===== config.mk =====
export PLATFORM = sky130hd
export DESIGN_NAME = psr_glue
export DESIGN_NICKNAME = d
export VERILOG_FILES = /design/src/hw/psr_pkg.sv /design/src/hw/psr_irq_sense.sv /design/src/hw/psr_glue.sv
export VERILOG_INCLUDE_DIRS = /design/src /design/src/hw
export SDC_FILE = /design/constraint.sdc
export NUM_CORES = 1
export LEC_CHECK = 0
export BUFFER_PORTS_ARGS = -buffer_cell sky130_fd_sc_hd__buf_2
export CORE_AREA = 2 2 93 95
export DETAILED_ROUTE_END_ITERATION = 8
export DIE_AREA = 0 0 95 97
export PLACE_DENSITY = 0.95
export SYNTH_ARGS = -nofsm -noshare
export SYNTH_HDL_FRONTEND = slang
export SYNTH_SLANG_ARGS = --single-unit

===== constraint.sdc =====
create_clock -name i_ref_clk -period 5.5 [get_ports i_ref_clk]
set_clock_uncertainty 0.2 [all_clocks]
set_input_delay 1.1 -clock i_ref_clk [delete_from_list [all_inputs] [get_ports i_ref_clk]]
set_output_delay 1.1 -clock i_ref_clk [all_outputs]
set_load 0.005 [all_outputs]

===== src/hw/psr_consts.svh =====
// Purpose: offsets, masks, reset values and timing counts for the pin glue
// Assumes: 100 MHz reference clock
// Notes:   definitions only
`ifndef PSR_CONSTS_SVH
`define PSR_CONSTS_SVH

// reference clock and timing
`define PSR_REF_CLK_MHZ   100
`define PSR_RST_HOLD_NS   640
`define PSR_RST_HOLD_CYC  ((`PSR_RST_HOLD_NS * `PSR_REF_CLK_MHZ + 999) / 1000)
`define PSR_PIN_FILT_CYC  3

// port b line capabilities, one bit per line
`define PSR_PB_CAP1       5'h01
`define PSR_PB_CMP1       5'h02
`define PSR_PB_CAP2       5'h04
`define PSR_PB_CMP2       5'h08
`define PSR_PB_PWM        5'h10

// port c line capabilities, one bit per line
`define PSR_PC_CAP1       7'h11
`define PSR_PC_CMP1       7'h33
`define PSR_PC_CAP2       7'h04
`define PSR_PC_CMP2       7'h08
`define PSR_PC_PWM        7'h71

// port a lines tied to the op amp (output, inverting, non-inverting)
`define PSR_PA_OPAMP      8'h70

// reset values
`define PSR_PA_RST        8'h00
`define PSR_PB_RST        5'h00
`define PSR_PC_RST        7'h00

// 16k address map region ends
`define PSR_IO_END        14'h002F
`define PSR_EXT_END       14'h003F
`define PSR_RAM_END       14'h00FF
`define PSR_GAP1_END      14'h017F
`define PSR_EE_END        14'h01FF
`define PSR_GAP2_END      14'h1FFF
`define PSR_OPT_ADDR      14'h2000
`define PSR_PROG_END      14'h3EFF
`define PSR_MON_END       14'h3FEF

`endif


===== src/hw/psr_pkg.sv =====
// Purpose: types shared by the pin glue modules
// Assumes: nothing
// Notes:   constants live in psr_consts.svh
package psr_pkg;

  typedef enum logic [1:0] {PORT_A, PORT_B, PORT_C} psr_port_t;

  typedef enum logic [1:0] {IRQ_RISE, IRQ_FALL, IRQ_HIGH, IRQ_LOW} psr_irq_mode_t;

  typedef enum logic [3:0] {
    RG_IO, RG_EXT, RG_RAM, RG_GAP, RG_EEPROM, RG_OPTION, RG_PROGRAM, RG_MONITOR, RG_VECTOR
  } psr_region_t;

  typedef struct packed {
    logic      valid;
    logic      to_dir;
    psr_port_t port;
    logic [7:0] value;
  } psr_port_wr_t;

  typedef struct packed {
    logic [7:0] pa_analog;
    logic       opamp_en;
    logic [4:0] pb_timer;
    logic [4:0] pb_pwm;
    logic [6:0] pc_timer;
    logic [6:0] pc_pwm;
  } psr_alt_cfg_t;

  typedef struct packed {
    logic compare_output_1;
    logic compare_output_2;
    logic pwm;
  } psr_periph_t;

  typedef struct packed {
    logic por;
    logic watchdog;
    logic high_voltage;
    logic low_voltage;
    logic high_temp;
    logic clock_fail;
  } psr_rst_src_t;

  typedef struct packed {
    logic stop_en;
    logic watchdog_en;
    logic clk_mon_en;
    logic ht_rst_en;
    logic hv_rst_en;
  } psr_mask_opt_t;

endpackage : psr_pkg


===== src/hw/psr_irq_sense.sv =====
// Purpose: external interrupt pin sensitivity, edge or level
// Assumes: pin sampled synchronously to i_ref_clk
// Notes:   small filter stands in for the pin hysteresis
`timescale 1ns/1ps
`include "psr_consts.svh"

module psr_irq_sense
  import psr_pkg::*;
(
  input  wire logic          i_ref_clk,
  input  wire logic          i_rstn,
  input  wire logic          i_irq_pin,
  input  wire psr_irq_mode_t i_mode,
  output logic               o_irq_req
);

  logic       filt_reg;
  logic       prev_reg;
  logic [1:0] cnt_reg;
  logic       req_next;

  assign req_next = (i_mode == IRQ_RISE) ? (filt_reg & ~prev_reg) :
                    (i_mode == IRQ_FALL) ? (~filt_reg & prev_reg) :
                    (i_mode == IRQ_HIGH) ? filt_reg : ~filt_reg;

  // noise filter: flips only after a run of differing samples
  always_ff @(posedge i_ref_clk) begin
    if (!i_rstn) begin
      filt_reg  <= 1'b1;
      prev_reg  <= 1'b1;
      cnt_reg   <= 2'h0;
      o_irq_req <= 1'b0;
    end else begin
      prev_reg  <= filt_reg;
      o_irq_req <= req_next;
      if (i_irq_pin == filt_reg) begin
        cnt_reg <= 2'h0;
      end else if (cnt_reg == 2'(`PSR_PIN_FILT_CYC - 1)) begin
        cnt_reg  <= 2'h0;
        filt_reg <= i_irq_pin;
      end else begin
        cnt_reg <= cnt_reg + 2'h1;
      end
    end
  end

  chk_irq_rise_pulse : assert property (@(posedge i_ref_clk) disable iff (!i_rstn)
    (i_mode == IRQ_RISE) && filt_reg && !prev_reg |=> o_irq_req)
    else $error("rising edge produced no request");

  chk_irq_low_level : assert property (@(posedge i_ref_clk) disable iff (!i_rstn)
    (i_mode == IRQ_LOW) && !filt_reg && $stable(i_mode) |=> o_irq_req)
    else $error("low level produced no request");

endmodule : psr_irq_sense


===== src/hw/psr_glue.sv =====
// Purpose: chip glue - clock halving, reset pin, irq sense, port sharing, map decode
// Assumes: all pins sampled synchronously to i_ref_clk; oscillator is i_ref_clk
// Notes:   output enables are active low; pin levels resolved outside
//
// Functional notes
// - the internal clock is the oscillator divided by two.
// - a low reset pin, after its noise filter, puts the chip in its start-up state.
// - any internal reset source pulls the reset pin low.
// - the irq pin senses a rising edge, falling edge, high level or low level.
// - all eight port a lines come up as inputs and each direction is set later.
// - port a lines serve the converter and three of them the op amp.
// - port b lines come up as inputs and lines 0 to 3 carry timer capture and compare.
// - port b line 4 may carry the pwm output.
// - port c lines come up as inputs and lines 0 to 5 carry timer capture and compare.
// - port c lines 0 and 4 to 6 may carry pwm and lines 5 and 6 drive relays.
// - stop, watchdog, clock monitor, high temperature and high voltage options exist.
// - a 16k byte address space is decoded into its regions.
`timescale 1ns/1ps
`include "psr_consts.svh"

module psr_glue
  import psr_pkg::*;
(
  input  wire logic          i_ref_clk,
  input  wire logic          i_rstn,
  input  wire logic          i_reset_pin_in,
  input  wire psr_rst_src_t  i_rst_src,
  input  wire psr_mask_opt_t i_mask_opt,
  input  wire logic          i_irq_pin,
  input  wire psr_irq_mode_t i_irq_mode,
  input  wire psr_port_wr_t  i_port_wr,
  input  wire psr_alt_cfg_t  i_alt_cfg,
  input  wire psr_periph_t   i_periph,
  input  wire logic [7:0]    i_pa_in,
  input  wire logic [4:0]    i_pb_in,
  input  wire logic [6:0]    i_pc_in,
  input  wire logic          i_cpu_addr_valid,
  input  wire logic [13:0]   i_cpu_addr,
  output logic               o_int_clk,
  output logic               o_reset_pin_out,
  output logic               o_reset_pin_oe_n,
  output logic               o_sys_rst_n,
  output logic               o_irq_req,
  output psr_mask_opt_t      o_mask_opt,
  output logic [7:0]         o_pa_out,
  output logic [7:0]         o_pa_oe_n,
  output logic [7:0]         o_pa_analog_en,
  output logic [4:0]         o_pb_out,
  output logic [4:0]         o_pb_oe_n,
  output logic [6:0]         o_pc_out,
  output logic [6:0]         o_pc_oe_n,
  output logic               o_capture_input_1,
  output logic               o_capture_input_2,
  output psr_region_t        o_region,
  output logic               o_addr_illegal
);

  // pin drive choice: returns {drive enable, value}; pwm beats timer beats gpio
  function automatic logic [1:0] line_drive(input logic dir, input logic val,
                                            input logic tsel, input logic psel,
                                            input logic has_cmp, input logic has_cap,
                                            input logic has_pwm, input logic cmp,
                                            input logic pwm);
    logic [1:0] r;
    r = {dir, val};
    if (psel && has_pwm) begin
      r = {1'b1, pwm};
    end else if (tsel && has_cmp && (dir || !has_cap)) begin
      r = {1'b1, cmp};
    end else if (tsel && has_cap) begin
      r = 2'b00;
    end
    return r;
  endfunction : line_drive

  // 16k map region lookup
  function automatic psr_region_t region_of(input logic [13:0] a);
    psr_region_t r;
    if (a <= `PSR_IO_END) begin
      r = RG_IO;
    end else if (a <= `PSR_EXT_END) begin
      r = RG_EXT;
    end else if (a <= `PSR_RAM_END) begin
      r = RG_RAM;
    end else if (a <= `PSR_GAP1_END) begin
      r = RG_GAP;
    end else if (a <= `PSR_EE_END) begin
      r = RG_EEPROM;
    end else if (a <= `PSR_GAP2_END) begin
      r = RG_GAP;
    end else if (a == `PSR_OPT_ADDR) begin
      r = RG_OPTION;
    end else if (a <= `PSR_PROG_END) begin
      r = RG_PROGRAM;
    end else if (a <= `PSR_MON_END) begin
      r = RG_MONITOR;
    end else begin
      r = RG_VECTOR;
    end
    return r;
  endfunction : region_of

  psr_mask_opt_t opt_reg;
  logic          pin_filt_reg;
  logic [1:0]    pin_cnt_reg;
  logic [6:0]    hold_reg;
  logic [6:0]    hold_next;
  logic          int_src;
  logic          drive_next;
  logic          sys_rst_next;
  logic          port_clr;
  logic [7:0]    dir_a_reg;
  logic [7:0]    dat_a_reg;
  logic [4:0]    dir_b_reg;
  logic [4:0]    dat_b_reg;
  logic [6:0]    dir_c_reg;
  logic [6:0]    dat_c_reg;
  logic [7:0]    analog_next;
  logic [4:0]    pb_drv;
  logic [4:0]    pb_val;
  logic [6:0]    pc_drv;
  logic [6:0]    pc_val;
  logic [4:0]    pb_cap1_act;
  logic [4:0]    pb_cap2_act;
  logic [6:0]    pc_cap1_act;
  logic [6:0]    pc_cap2_act;
  logic          cap1_next;
  logic          cap2_next;
  psr_region_t   region_now;
  logic          illegal_now;
  logic          wr_a;
  logic          wr_b;
  logic          wr_c;

  // address decode; gap regions count as illegal access
  assign region_now  = region_of(i_cpu_addr);
  assign illegal_now = i_cpu_addr_valid && (region_now == RG_GAP);

  // internal reset sources; watchdog, high voltage, high temperature and clock fail gated by the factory options
  assign int_src = i_rst_src.por || i_rst_src.low_voltage || illegal_now
                || (i_rst_src.watchdog     && opt_reg.watchdog_en)
                || (i_rst_src.high_voltage && opt_reg.hv_rst_en)
                || (i_rst_src.high_temp    && opt_reg.ht_rst_en)
                || (i_rst_src.clock_fail   && opt_reg.clk_mon_en);

  // stretch keeps the pin low long enough for board logic to see it
  assign hold_next    = int_src ? 7'(`PSR_RST_HOLD_CYC) :
                        (hold_reg != 7'h00) ? hold_reg - 7'h01 : 7'h00;
  assign drive_next   = int_src || (hold_reg != 7'h00);
  // filtered pin low or own drive holds the chip in reset
  assign sys_rst_next = drive_next || !pin_filt_reg;
  assign port_clr     = !o_sys_rst_n;

  // options caught only while i_rstn is held low; pin and internal resets keep them
  always_ff @(posedge i_ref_clk) begin
    if (!i_rstn) begin
      opt_reg <= i_mask_opt;
    end
  end

  always_ff @(posedge i_ref_clk) begin
    if (!i_rstn) begin
      o_int_clk <= 1'b0;
    end else begin
      o_int_clk <= ~o_int_clk;
    end
  end

  // reset pin filter, stands in for the schmitt input
  always_ff @(posedge i_ref_clk) begin
    if (!i_rstn) begin
      pin_filt_reg <= 1'b1;
      pin_cnt_reg  <= 2'h0;
    end else if (i_reset_pin_in == pin_filt_reg) begin
      pin_cnt_reg <= 2'h0;
    end else if (pin_cnt_reg == 2'(`PSR_PIN_FILT_CYC - 1)) begin
      pin_cnt_reg  <= 2'h0;
      pin_filt_reg <= i_reset_pin_in;
    end else begin
      pin_cnt_reg <= pin_cnt_reg + 2'h1;
    end
  end

  // pin pull-down and chip reset outputs
  always_ff @(posedge i_ref_clk) begin
    if (!i_rstn) begin
      hold_reg         <= 7'h00;
      o_reset_pin_out  <= 1'b0;
      o_reset_pin_oe_n <= 1'b0;
      o_sys_rst_n      <= 1'b0;
      o_mask_opt       <= '0;
    end else begin
      hold_reg         <= hold_next;
      o_reset_pin_out  <= 1'b0;
      o_reset_pin_oe_n <= ~drive_next;
      o_sys_rst_n      <= ~sys_rst_next;
      o_mask_opt       <= opt_reg;
    end
  end

  psr_irq_sense u_irq (
    .i_ref_clk (i_ref_clk),
    .i_rstn    (i_rstn),
    .i_irq_pin (i_irq_pin),
    .i_mode    (i_irq_mode),
    .o_irq_req (o_irq_req)
  );

  // software write strobes per port
  assign wr_a = i_port_wr.valid && (i_port_wr.port == PORT_A);
  assign wr_b = i_port_wr.valid && (i_port_wr.port == PORT_B);
  assign wr_c = i_port_wr.valid && (i_port_wr.port == PORT_C);

  // data and direction; any chip reset returns lines to input
  always_ff @(posedge i_ref_clk) begin
    if (!i_rstn || port_clr) begin
      dir_a_reg <= `PSR_PA_RST;
      dir_b_reg <= `PSR_PB_RST;
      dir_c_reg <= `PSR_PC_RST;
      dat_a_reg <= `PSR_PA_RST;
      dat_b_reg <= `PSR_PB_RST;
      dat_c_reg <= `PSR_PC_RST;
    end else begin
      if (wr_a && i_port_wr.to_dir)  dir_a_reg <= i_port_wr.value;
      if (wr_a && !i_port_wr.to_dir) dat_a_reg <= i_port_wr.value;
      if (wr_b && i_port_wr.to_dir)  dir_b_reg <= i_port_wr.value[4:0];
      if (wr_b && !i_port_wr.to_dir) dat_b_reg <= i_port_wr.value[4:0];
      if (wr_c && i_port_wr.to_dir)  dir_c_reg <= i_port_wr.value[6:0];
      if (wr_c && !i_port_wr.to_dir) dat_c_reg <= i_port_wr.value[6:0];
    end
  end

  // bit 0 is converter_low_reference, bit 7 converter_high_reference
  assign analog_next = i_alt_cfg.pa_analog | (i_alt_cfg.opamp_en ? `PSR_PA_OPAMP : 8'h00);

  // per-line sharing for port b
  genvar gb;
  generate
    for (gb = 0; gb < 5; gb++) begin : g_pb
      logic [1:0] d;
      assign d = line_drive(dir_b_reg[gb], dat_b_reg[gb], i_alt_cfg.pb_timer[gb],
                            i_alt_cfg.pb_pwm[gb],
                            1'((`PSR_PB_CMP1 | `PSR_PB_CMP2) >> gb),
                            1'((`PSR_PB_CAP1 | `PSR_PB_CAP2) >> gb),
                            1'(`PSR_PB_PWM >> gb),
                            1'(`PSR_PB_CMP1 >> gb) ?
                              i_periph.compare_output_1 : i_periph.compare_output_2,
                            i_periph.pwm);
      assign pb_drv[gb] = d[1];
      assign pb_val[gb] = d[0];
    end
  endgenerate

  // per-line sharing for port c, relay lines 5 and 6 included
  genvar gc;
  generate
    for (gc = 0; gc < 7; gc++) begin : g_pc
      logic [1:0] d;
      assign d = line_drive(dir_c_reg[gc], dat_c_reg[gc], i_alt_cfg.pc_timer[gc],
                            i_alt_cfg.pc_pwm[gc],
                            1'((`PSR_PC_CMP1 | `PSR_PC_CMP2) >> gc),
                            1'((`PSR_PC_CAP1 | `PSR_PC_CAP2) >> gc),
                            1'(`PSR_PC_PWM >> gc),
                            1'(`PSR_PC_CMP1 >> gc) ?
                              i_periph.compare_output_1 : i_periph.compare_output_2,
                            i_periph.pwm);
      assign pc_drv[gc] = d[1];
      assign pc_val[gc] = d[0];
    end
  endgenerate

  // capture routing; port b wins, port c lines selected together are or-ed
  assign pb_cap1_act = i_alt_cfg.pb_timer & ~i_alt_cfg.pb_pwm & `PSR_PB_CAP1;
  assign pb_cap2_act = i_alt_cfg.pb_timer & ~i_alt_cfg.pb_pwm & `PSR_PB_CAP2;
  assign pc_cap1_act = i_alt_cfg.pc_timer & ~i_alt_cfg.pc_pwm & `PSR_PC_CAP1 & ~dir_c_reg;
  assign pc_cap2_act = i_alt_cfg.pc_timer & ~i_alt_cfg.pc_pwm & `PSR_PC_CAP2 & ~dir_c_reg;
  assign cap1_next   = (|pb_cap1_act) ? |(i_pb_in & pb_cap1_act) : |(i_pc_in & pc_cap1_act);
  assign cap2_next   = (|pb_cap2_act) ? |(i_pb_in & pb_cap2_act) : |(i_pc_in & pc_cap2_act);

  // registered pin outputs; reset forces every enable off at once
  always_ff @(posedge i_ref_clk) begin
    if (!i_rstn || port_clr) begin
      o_pa_out          <= 8'h00;
      o_pa_oe_n         <= 8'hFF;
      o_pa_analog_en    <= 8'h00;
      o_pb_out          <= 5'h00;
      o_pb_oe_n         <= 5'h1F;
      o_pc_out          <= 7'h00;
      o_pc_oe_n         <= 7'h7F;
      o_capture_input_1 <= 1'b0;
      o_capture_input_2 <= 1'b0;
    end else begin
      o_pa_out          <= dat_a_reg;
      o_pa_oe_n         <= ~(dir_a_reg & ~analog_next);
      o_pa_analog_en    <= analog_next;
      o_pb_out          <= pb_val;
      o_pb_oe_n         <= ~pb_drv;
      o_pc_out          <= pc_val;
      o_pc_oe_n         <= ~pc_drv;
      o_capture_input_1 <= cap1_next;
      o_capture_input_2 <= cap2_next;
    end
  end

  always_ff @(posedge i_ref_clk) begin
    if (!i_rstn) begin
      o_region       <= RG_IO;
      o_addr_illegal <= 1'b0;
    end else begin
      o_region       <= region_now;
      o_addr_illegal <= illegal_now;
    end
  end

  chk_clk_div_two : assert property (@(posedge i_ref_clk) disable iff (!i_rstn)
    ##1 1'b1 |-> o_int_clk != $past(o_int_clk))
    else $error("internal clock did not toggle");

  chk_pin_filter_rst : assert property (@(posedge i_ref_clk) disable iff (!i_rstn)
    (!i_reset_pin_in)[*3] |-> ##[1:2] !o_sys_rst_n)
    else $error("held reset pin did not reset chip");

  chk_pin_pull_low : assert property (@(posedge i_ref_clk) disable iff (!i_rstn)
    int_src |=> !o_reset_pin_oe_n && !o_reset_pin_out && !o_sys_rst_n)
    else $error("internal reset did not pull pin low");

  chk_pa_dir_default : assert property (@(posedge i_ref_clk) disable iff (!i_rstn)
    !o_sys_rst_n |=> o_pa_oe_n == 8'hFF && dir_a_reg == 8'h00)
    else $error("port a not input after reset");

  chk_pa_analog_off : assert property (@(posedge i_ref_clk) disable iff (!i_rstn)
    o_sys_rst_n && i_alt_cfg.opamp_en ##1 o_sys_rst_n |-> o_pa_oe_n[6:4] == 3'h7)
    else $error("op amp line still driven");

  chk_pb_dir_default : assert property (@(posedge i_ref_clk) disable iff (!i_rstn)
    !o_sys_rst_n |=> o_pb_oe_n == 5'h1F)
    else $error("port b not input after reset");

  chk_pb4_pwm : assert property (@(posedge i_ref_clk) disable iff (!i_rstn)
    o_sys_rst_n && i_alt_cfg.pb_pwm[4] ##1 o_sys_rst_n
      |-> !o_pb_oe_n[4] && o_pb_out[4] == $past(i_periph.pwm))
    else $error("pb4 does not carry pwm");

  chk_pc_dir_default : assert property (@(posedge i_ref_clk) disable iff (!i_rstn)
    !o_sys_rst_n |=> o_pc_oe_n == 7'h7F)
    else $error("port c not input after reset");

  chk_pc6_relay_pwm : assert property (@(posedge i_ref_clk) disable iff (!i_rstn)
    o_sys_rst_n && i_alt_cfg.pc_pwm[6] ##1 o_sys_rst_n
      |-> !o_pc_oe_n[6] && o_pc_out[6] == $past(i_periph.pwm))
    else $error("pc6 does not carry pwm");

  chk_wdog_opt_gate : assert property (@(posedge i_ref_clk) disable iff (!i_rstn)
    i_rst_src == 6'h10 && !opt_reg.watchdog_en && !illegal_now && hold_reg == 7'h00
      |=> o_reset_pin_oe_n)
    else $error("disabled watchdog still reset chip");

  chk_gap_illegal : assert property (@(posedge i_ref_clk) disable iff (!i_rstn)
    i_cpu_addr_valid && i_cpu_addr == 14'h0100 |=> o_addr_illegal && o_region == RG_GAP)
    else $error("gap address not flagged");

  chk_cmp_drives_pb1 : assert property (@(posedge i_ref_clk) disable iff (!i_rstn)
    o_sys_rst_n && i_alt_cfg.pb_timer[1] && !i_alt_cfg.pb_pwm[1] ##1 o_sys_rst_n
      |-> !o_pb_oe_n[1] && o_pb_out[1] == $past(i_periph.compare_output_1))
    else $error("pb1 does not carry compare output");

endmodule : psr_glue


======== Yosys cells after proc, flatten, opt, wreduce, memory -nomap -nowiden ========
Cells that the tools add are included.
storage, ports and cells
  word-level logic and storage cells ...... 168
  input bits .............................. 100
  register bits ........................... 123
operators by class
  reductions and logical operators ........ 44
  bitwise gates (word level) .............. 28
  muxes and demuxes ....................... 34
  add/sub/neg operators ................... 3
  equal/unequal tests ..................... 10
  $lt $le $gt $ge ......................... 8
operator list
  cell                                                              count
  2-to-1 mux 4 bit                                                  9
  2-to-1 mux 2 bit                                                  17
  less-or-equal comparator 14 bit, second input constant            2
  less-or-equal comparator 14 x 6 -> 1 bit, second input constant   2
  less-or-equal comparator 14 x 9 -> 1 bit, second input constant   2
  2-to-1 mux 7 bit                                                  3
  logical AND 1 bit                                                 16
  inverter 8 bit                                                    2
  AND 7 bit                                                         2
  equality test 14 bit, second input constant                       1
  less-or-equal comparator 14 x 13 -> 1 bit, second input constant  1
  less-or-equal comparator 14 x 8 -> 1 bit, second input constant   1
  inverter 7 bit                                                    2
  OR reduction 7 bit                                                2
  inverter 5 bit                                                    2
  OR reduction 5 bit                                                2
  logical OR 1 bit                                                  9
  inverter 1 bit                                                    9
  OR reduction 3 bit                                                3
  AND 8 bit                                                         1
  equality test 2 bit, second input constant                        4
  bitwise OR 8 x 7 -> 8 bit                                         1
  AND 3 x 7 -> 7 bit                                                1
  AND 5 x 7 -> 7 bit                                                1
  other kinds (17)                                                  32

======== Logic depth before layout (Yosys ltp) ========
  word-level depth ........................ 20
  mapped depth ............................ 7

======== By module ========
From an unflattened synthesis, not the netlist that was laid out.
unflattened totals
  cell total of the unflattened synthesis .. 401
  area total of the unflattened synthesis .. 4292.9 um2
modules (own cells, without submodules)
  module         area an instance (um2)  cells an instance  times used
  psr_glue       4097.7                  382                1
  psr_irq_sense  195.2                   19                 1

======== Least setup slack after synthesis ========
Ideal clock, no wire load.
  kind .................................... input to register
  start point ............................. in i_cpu_addr[11]
  end point ............................... reg hold_reg[2]
  setup slack ............................. 2.611 ns
  stages on the path ...................... 5
  arrival ................................. 2.623 ns
  buffers on the path ..................... 1
  path through ............................ or4_4 -> o211a_1 -> or4b_1 -> buf_2 -> a21oi_2
between the ends
  word-level cells in the longest chain between the ends .. 18
ends and longest elaborated chain
  element                                           line             RTL
  start: declaration                                psr_glue.sv:38   input wire logic [13:0] i_cpu_addr,
  less-or-equal comparator 14 bit (no source line)  --
  2-to-1 mux 4 bit                                  psr_glue.sv:95   end else if (a <= `PSR_MON_END) begin
  2-to-1 mux 4 bit                                  psr_glue.sv:93   end else if (a <= `PSR_PROG_END) begin
  2-to-1 mux 4 bit                                  psr_glue.sv:91   end else if (a == `PSR_OPT_ADDR) begin
  2-to-1 mux 4 bit                                  psr_glue.sv:89   end else if (a <= `PSR_GAP2_END) begin
  2-to-1 mux 4 bit                                  psr_glue.sv:87   end else if (a <= `PSR_EE_END) begin
  2-to-1 mux 4 bit                                  psr_glue.sv:85   end else if (a <= `PSR_GAP1_END) begin
  2-to-1 mux 4 bit                                  psr_glue.sv:83   end else if (a <= `PSR_RAM_END) begin
  (+2 left out)                                     --
  equality test 4 x 2 -> 1 bit (*)                  psr_glue.sv:137  assign illegal_now = i_cpu_addr_valid && (region_now == RG_GAP);
  logical AND 1 bit (*)                             psr_glue.sv:137
  logical OR 1 bit (*)                              psr_glue.sv:140  assign int_src = i_rst_src.por || i_rst_src.low_voltage || illegal_now
  logical OR 1 bit (*)                              psr_glue.sv:141  || (i_rst_src.watchdog && opt_reg.watchdog_en)
  logical OR 1 bit (*)                              psr_glue.sv:142  || (i_rst_src.high_voltage && opt_reg.hv_rst_en)
  logical OR 1 bit (*)                              psr_glue.sv:143  || (i_rst_src.high_temp && opt_reg.ht_rst_en)
  logical OR 1 bit (*)                              psr_glue.sv:144  || (i_rst_src.clock_fail && opt_reg.clk_mon_en);
  OR reduction 3 bit (no source line) (*)           --
  end signal: assignment                            psr_glue.sv:193  hold_reg <= hold_next;
  end: declaration                                  psr_glue.sv:106  logic [6:0] hold_reg;
Mark *: on every way between the ends. The rest lies on a longest branch, timed or not.
A chain may end at the register's enable or synchronous reset.

======== Final worst setup path ========
  start point ............................. reg o_sys_rst_n
  end point ............................... out o_sys_rst_n
RTL lines
  element                   line             RTL
  start: declaration        psr_glue.sv:42   output logic o_sys_rst_n,
  start signal: assignment  psr_glue.sv:196  o_sys_rst_n <= ~sys_rst_next;
No word-level cell between the ends.

==> metrics <==
crit path max-delay cell type=dfxtp_1; first-pass GRT wire length=between 15 and 20 mm; EDFF count, synth=5; Buf+Inv Stages, Crit Path=1; largest net degree at the start of global routing=roughly 60; Synth Register Bits=123; Post-Synth XOR/XNOR Area=0.0104; CTS Root Cell=clkbuf_8; IO Count=165; Primary FF master, synth=dfxtp_1; post-synthesis cell type count=46; Final Hold Viols=0; Adder-Cell Fraction of Synth Area=0.00892; non-filler cells, final=672; Yosys warning count=0; DR WL/cell=between 10 and 15 microns; Seq/Total Area, Yosys=0.597; critical path fanouts, max=16; post-cts resize count=0; Clk Latency, worst-skew pair=0.51 ns; CP peak stage delay=0.63 ns; initial antenna violation count=0; TritonCTS clock tree=yes; design area=approximately 5500 sq um; Mapped Cells=a little over 400; layout net count=about 660; simple logic cell fraction of the synthesized area=0.204; number of max-cap violations=0; crit end category=output port; Ant. Diodes=0; Synth Area per Inst=10.3 sq um; Netlist Area Pre-Place=about 4200 sq um; core area=~8000 sq um; placed cell areas=4990 sq um; Remaining Overflow, GRT=0; CTS Sinks=around 120; Compound-Gate Fraction of Synth Area=0.0562; DR DRC count=0; fin crit period=~2.7 ns; post-DP HPWL=between 7 and 8 mm; RSZ-0062 raised after global routing=no; FILL cells=just over 600; Total Wirelength=between 9 and 10 mm; period utilization=0.483; P per Cell Area=363 nW/um^2; syn nets=between 500 and 600; Port Buffers=approximately 140; vias per inst=roughly 5; slew margin rel.=0.331; CP startpoint kind=flop; kind of critical path=flop to output port; Final TNS setup=0 ns; Die Area=9220 sq um; die height=just under 100 microns; asr flop ratio synth=0; routed via count=roughly 3.5k; layout cells sized above 1=0.321; vias in the first global route=~3.4k; Fmax=376 MHz; clock buffer depth=2; antenna-violating nets left=0; Hold Path Class=flop to flop; Post-CTS Setup Repair Bufs=0; H-tree Lvls=4; Leakage Power=approximately 0.0025 uW; Post-CTS Hold Buffers=0; Initial Util=0.517; Pre-antenna DRT Iters=6; Crit path required time=between 4 and 5 ns; Final Wtd Congestion=0.801; clock transition at the registers of the reported paths=0.06 ns; fin. max-slew vios=0; Rows=33; crit-path cells=buf_2; DRC marker count from the first detailed-route iteration=118; CP arrival=about 1.4 ns; crit-path leading delay family=flip-flops; DIE WIDTH=roughly 95 microns; largest family of logic cells by synthesized area=simple AND/OR/NAND/NOR gates; Setup-failing EPs final=0; Tightest Pin Transition=about 1.0 ns; mux cell area share after synthesis=0.0976; total CTS buffers=17; IR drop worst, VDD=approximately 0.00022 V; placed cell count=640; Area Overhead vs Synth=31.5%; gr usage total=0.218; outcome=finished, final reports clean
==> synth_stat cells, types with 3 or more instances <==
| cell | n | share of area |
|---|---|---|
| dfxtp_1 | 118 | 0.56 |
| nor2_1 | 73 | 0.065 |
| mux2i_1 | 41 | 0.098 |
| nand2_1 | 26 | 0.023 |
| a21oi_1 | 18 | 0.021 |
| and3_1 | 14 | 0.021 |
| clkbuf_1 | 12 | 0.011 |
| and2_1 | 10 | 0.015 |
| o21ai_0 | 9 | 0.011 |
| inv_1 | 8 | 0.0071 |
| nand2b_1 | 8 | 0.012 |
| nand3b_1 | 8 | 0.014 |
| edfxtp_1 | 5 | 0.036 |
| nand3_1 | 5 | 0.0059 |
| buf_1 | 4 | 0.0036 |
| nor3_1 | 4 | 0.0048 |
| or3_1 | 4 | 0.0059 |
| xnor2_1 | 4 | 0.0083 |
| ha_1 | 3 | 0.0089 |
| nor3b_1 | 3 | 0.0054 |
| nor4_1 | 3 | 0.0045 |
==> metal layers <==
metal / wire [microns] / vias to the layer above / GRT usage
li1: - / 1680 / -
met4: 145 / 0 / 0.0792
met1: 4040 / 1610 / 0.240
met2: 5010 / 146 / 0.386
met5: 0 / - / 0
met3: 740 / 18 / 0.0678
==> cell type report <==
type                       instances  area, sq um  area share
multi-input combinational        261         1600       0.289
inverter                           8         30.0     0.00543
timing repair buffer             143          718       0.130
tap                              105          131      0.0237
sequential                       123         2510       0.454
clock inverter                    15          128      0.0231
clock buffer                      17          414      0.0749
==> stage by stage <==
stage	utilization	power [uW]	setup slack (ns)	hold WS [ns]
final	0.680	2010	2.84	0.190
after global routing	0.680	2070	2.76	0.212
after CTS	0.680	2020	2.82	0.194
after detailed placement	0.614	1030	2.36	0.177
after global placement	0.614	1030	2.39	0.169
after floorplan	-	978	2.61	0.158
==> cells in the final DEF, fill, tap and decap left out, types with 3 or more instances in the layout <==
| cell type | n |
|---|---|
| buf_2 | 142 |
| dfxtp_1 | 118 |
| nor2_1 | 73 |
| mux2i_1 | 41 |
| nand2_1 | 25 |
| a21oi_1 | 18 |
| clkbuf_16 | 16 |
| and3_1 | 14 |
| and2_1 | 10 |
| o21ai_0 | 9 |
| nand3b_1 | 8 |
| nand2b_1 | 8 |
| inv_1 | 8 |
| nand3_1 | 5 |
| edfxtp_1 | 5 |
| nor3_1 | 4 |
| xnor2_1 | 4 |
| or3_1 | 4 |
| clkinvlp_4 | 4 |
| clkinv_4 | 4 |
| clkinv_2 | 4 |
| nor4_1 | 3 |
| ha_1 | 3 |
==> path summary, 6_finish.rpt <==
| check | startpoint | to | slack (ns) | cells after the start |
|---|---|---|---|---|
| worst max register to register | hold_reg[0]$_SDFF_PP0_ | hold_reg[3]$_SDFF_PP0_ | 3.54 | 6 |
| worst min-delay path | dir_b_reg[2]$_SDFFE_PP0P_ | o_pb_oe_n[2]$_SDFF_PP1_ | 0.19 | 1 |
| worst max-delay path | o_sys_rst_n$_SDFF_PN0_ | o_sys_rst_n | 2.84 | 1 |
| worst min register to register | dir_b_reg[2]$_SDFFE_PP0P_ | o_pb_oe_n[2]$_SDFF_PP1_ | 0.19 | 1 |
==> where the power goes <==
group / leakage, uW / switching (uW) / internal (uW)
sequential: 0.00100 / 5.35 / 910
clock: 0.000257 / 400 / 596
combinational: 0.00119 / 51.0 / 46.8
total: 0.00245 / 457 / 1550
==> worst reg2reg max path, cell delays in order (launching register included) <==
cell and delay [ns]:
dfxtp_1 0.32, inv_1 0.06, ha_1 0.15, nand2b_1 0.11
or4_2 0.63, or4b_1 0.31, nor2_1 0.07
==> kinds of logic (layout without fill, tap and decap cells) <==
kind of cell,Yosys count,count (layout)
buffers and inverters,26,183
DFF,123,123
xor gates and xnor gates,5,5
muxes,41,41
and+or+nand+nor,172,172
adders and majority gates,3,3
other,1,1
AOI/OAI and AO/OA,39,39
Note: power is estimated with default switching activity, not from simulation.
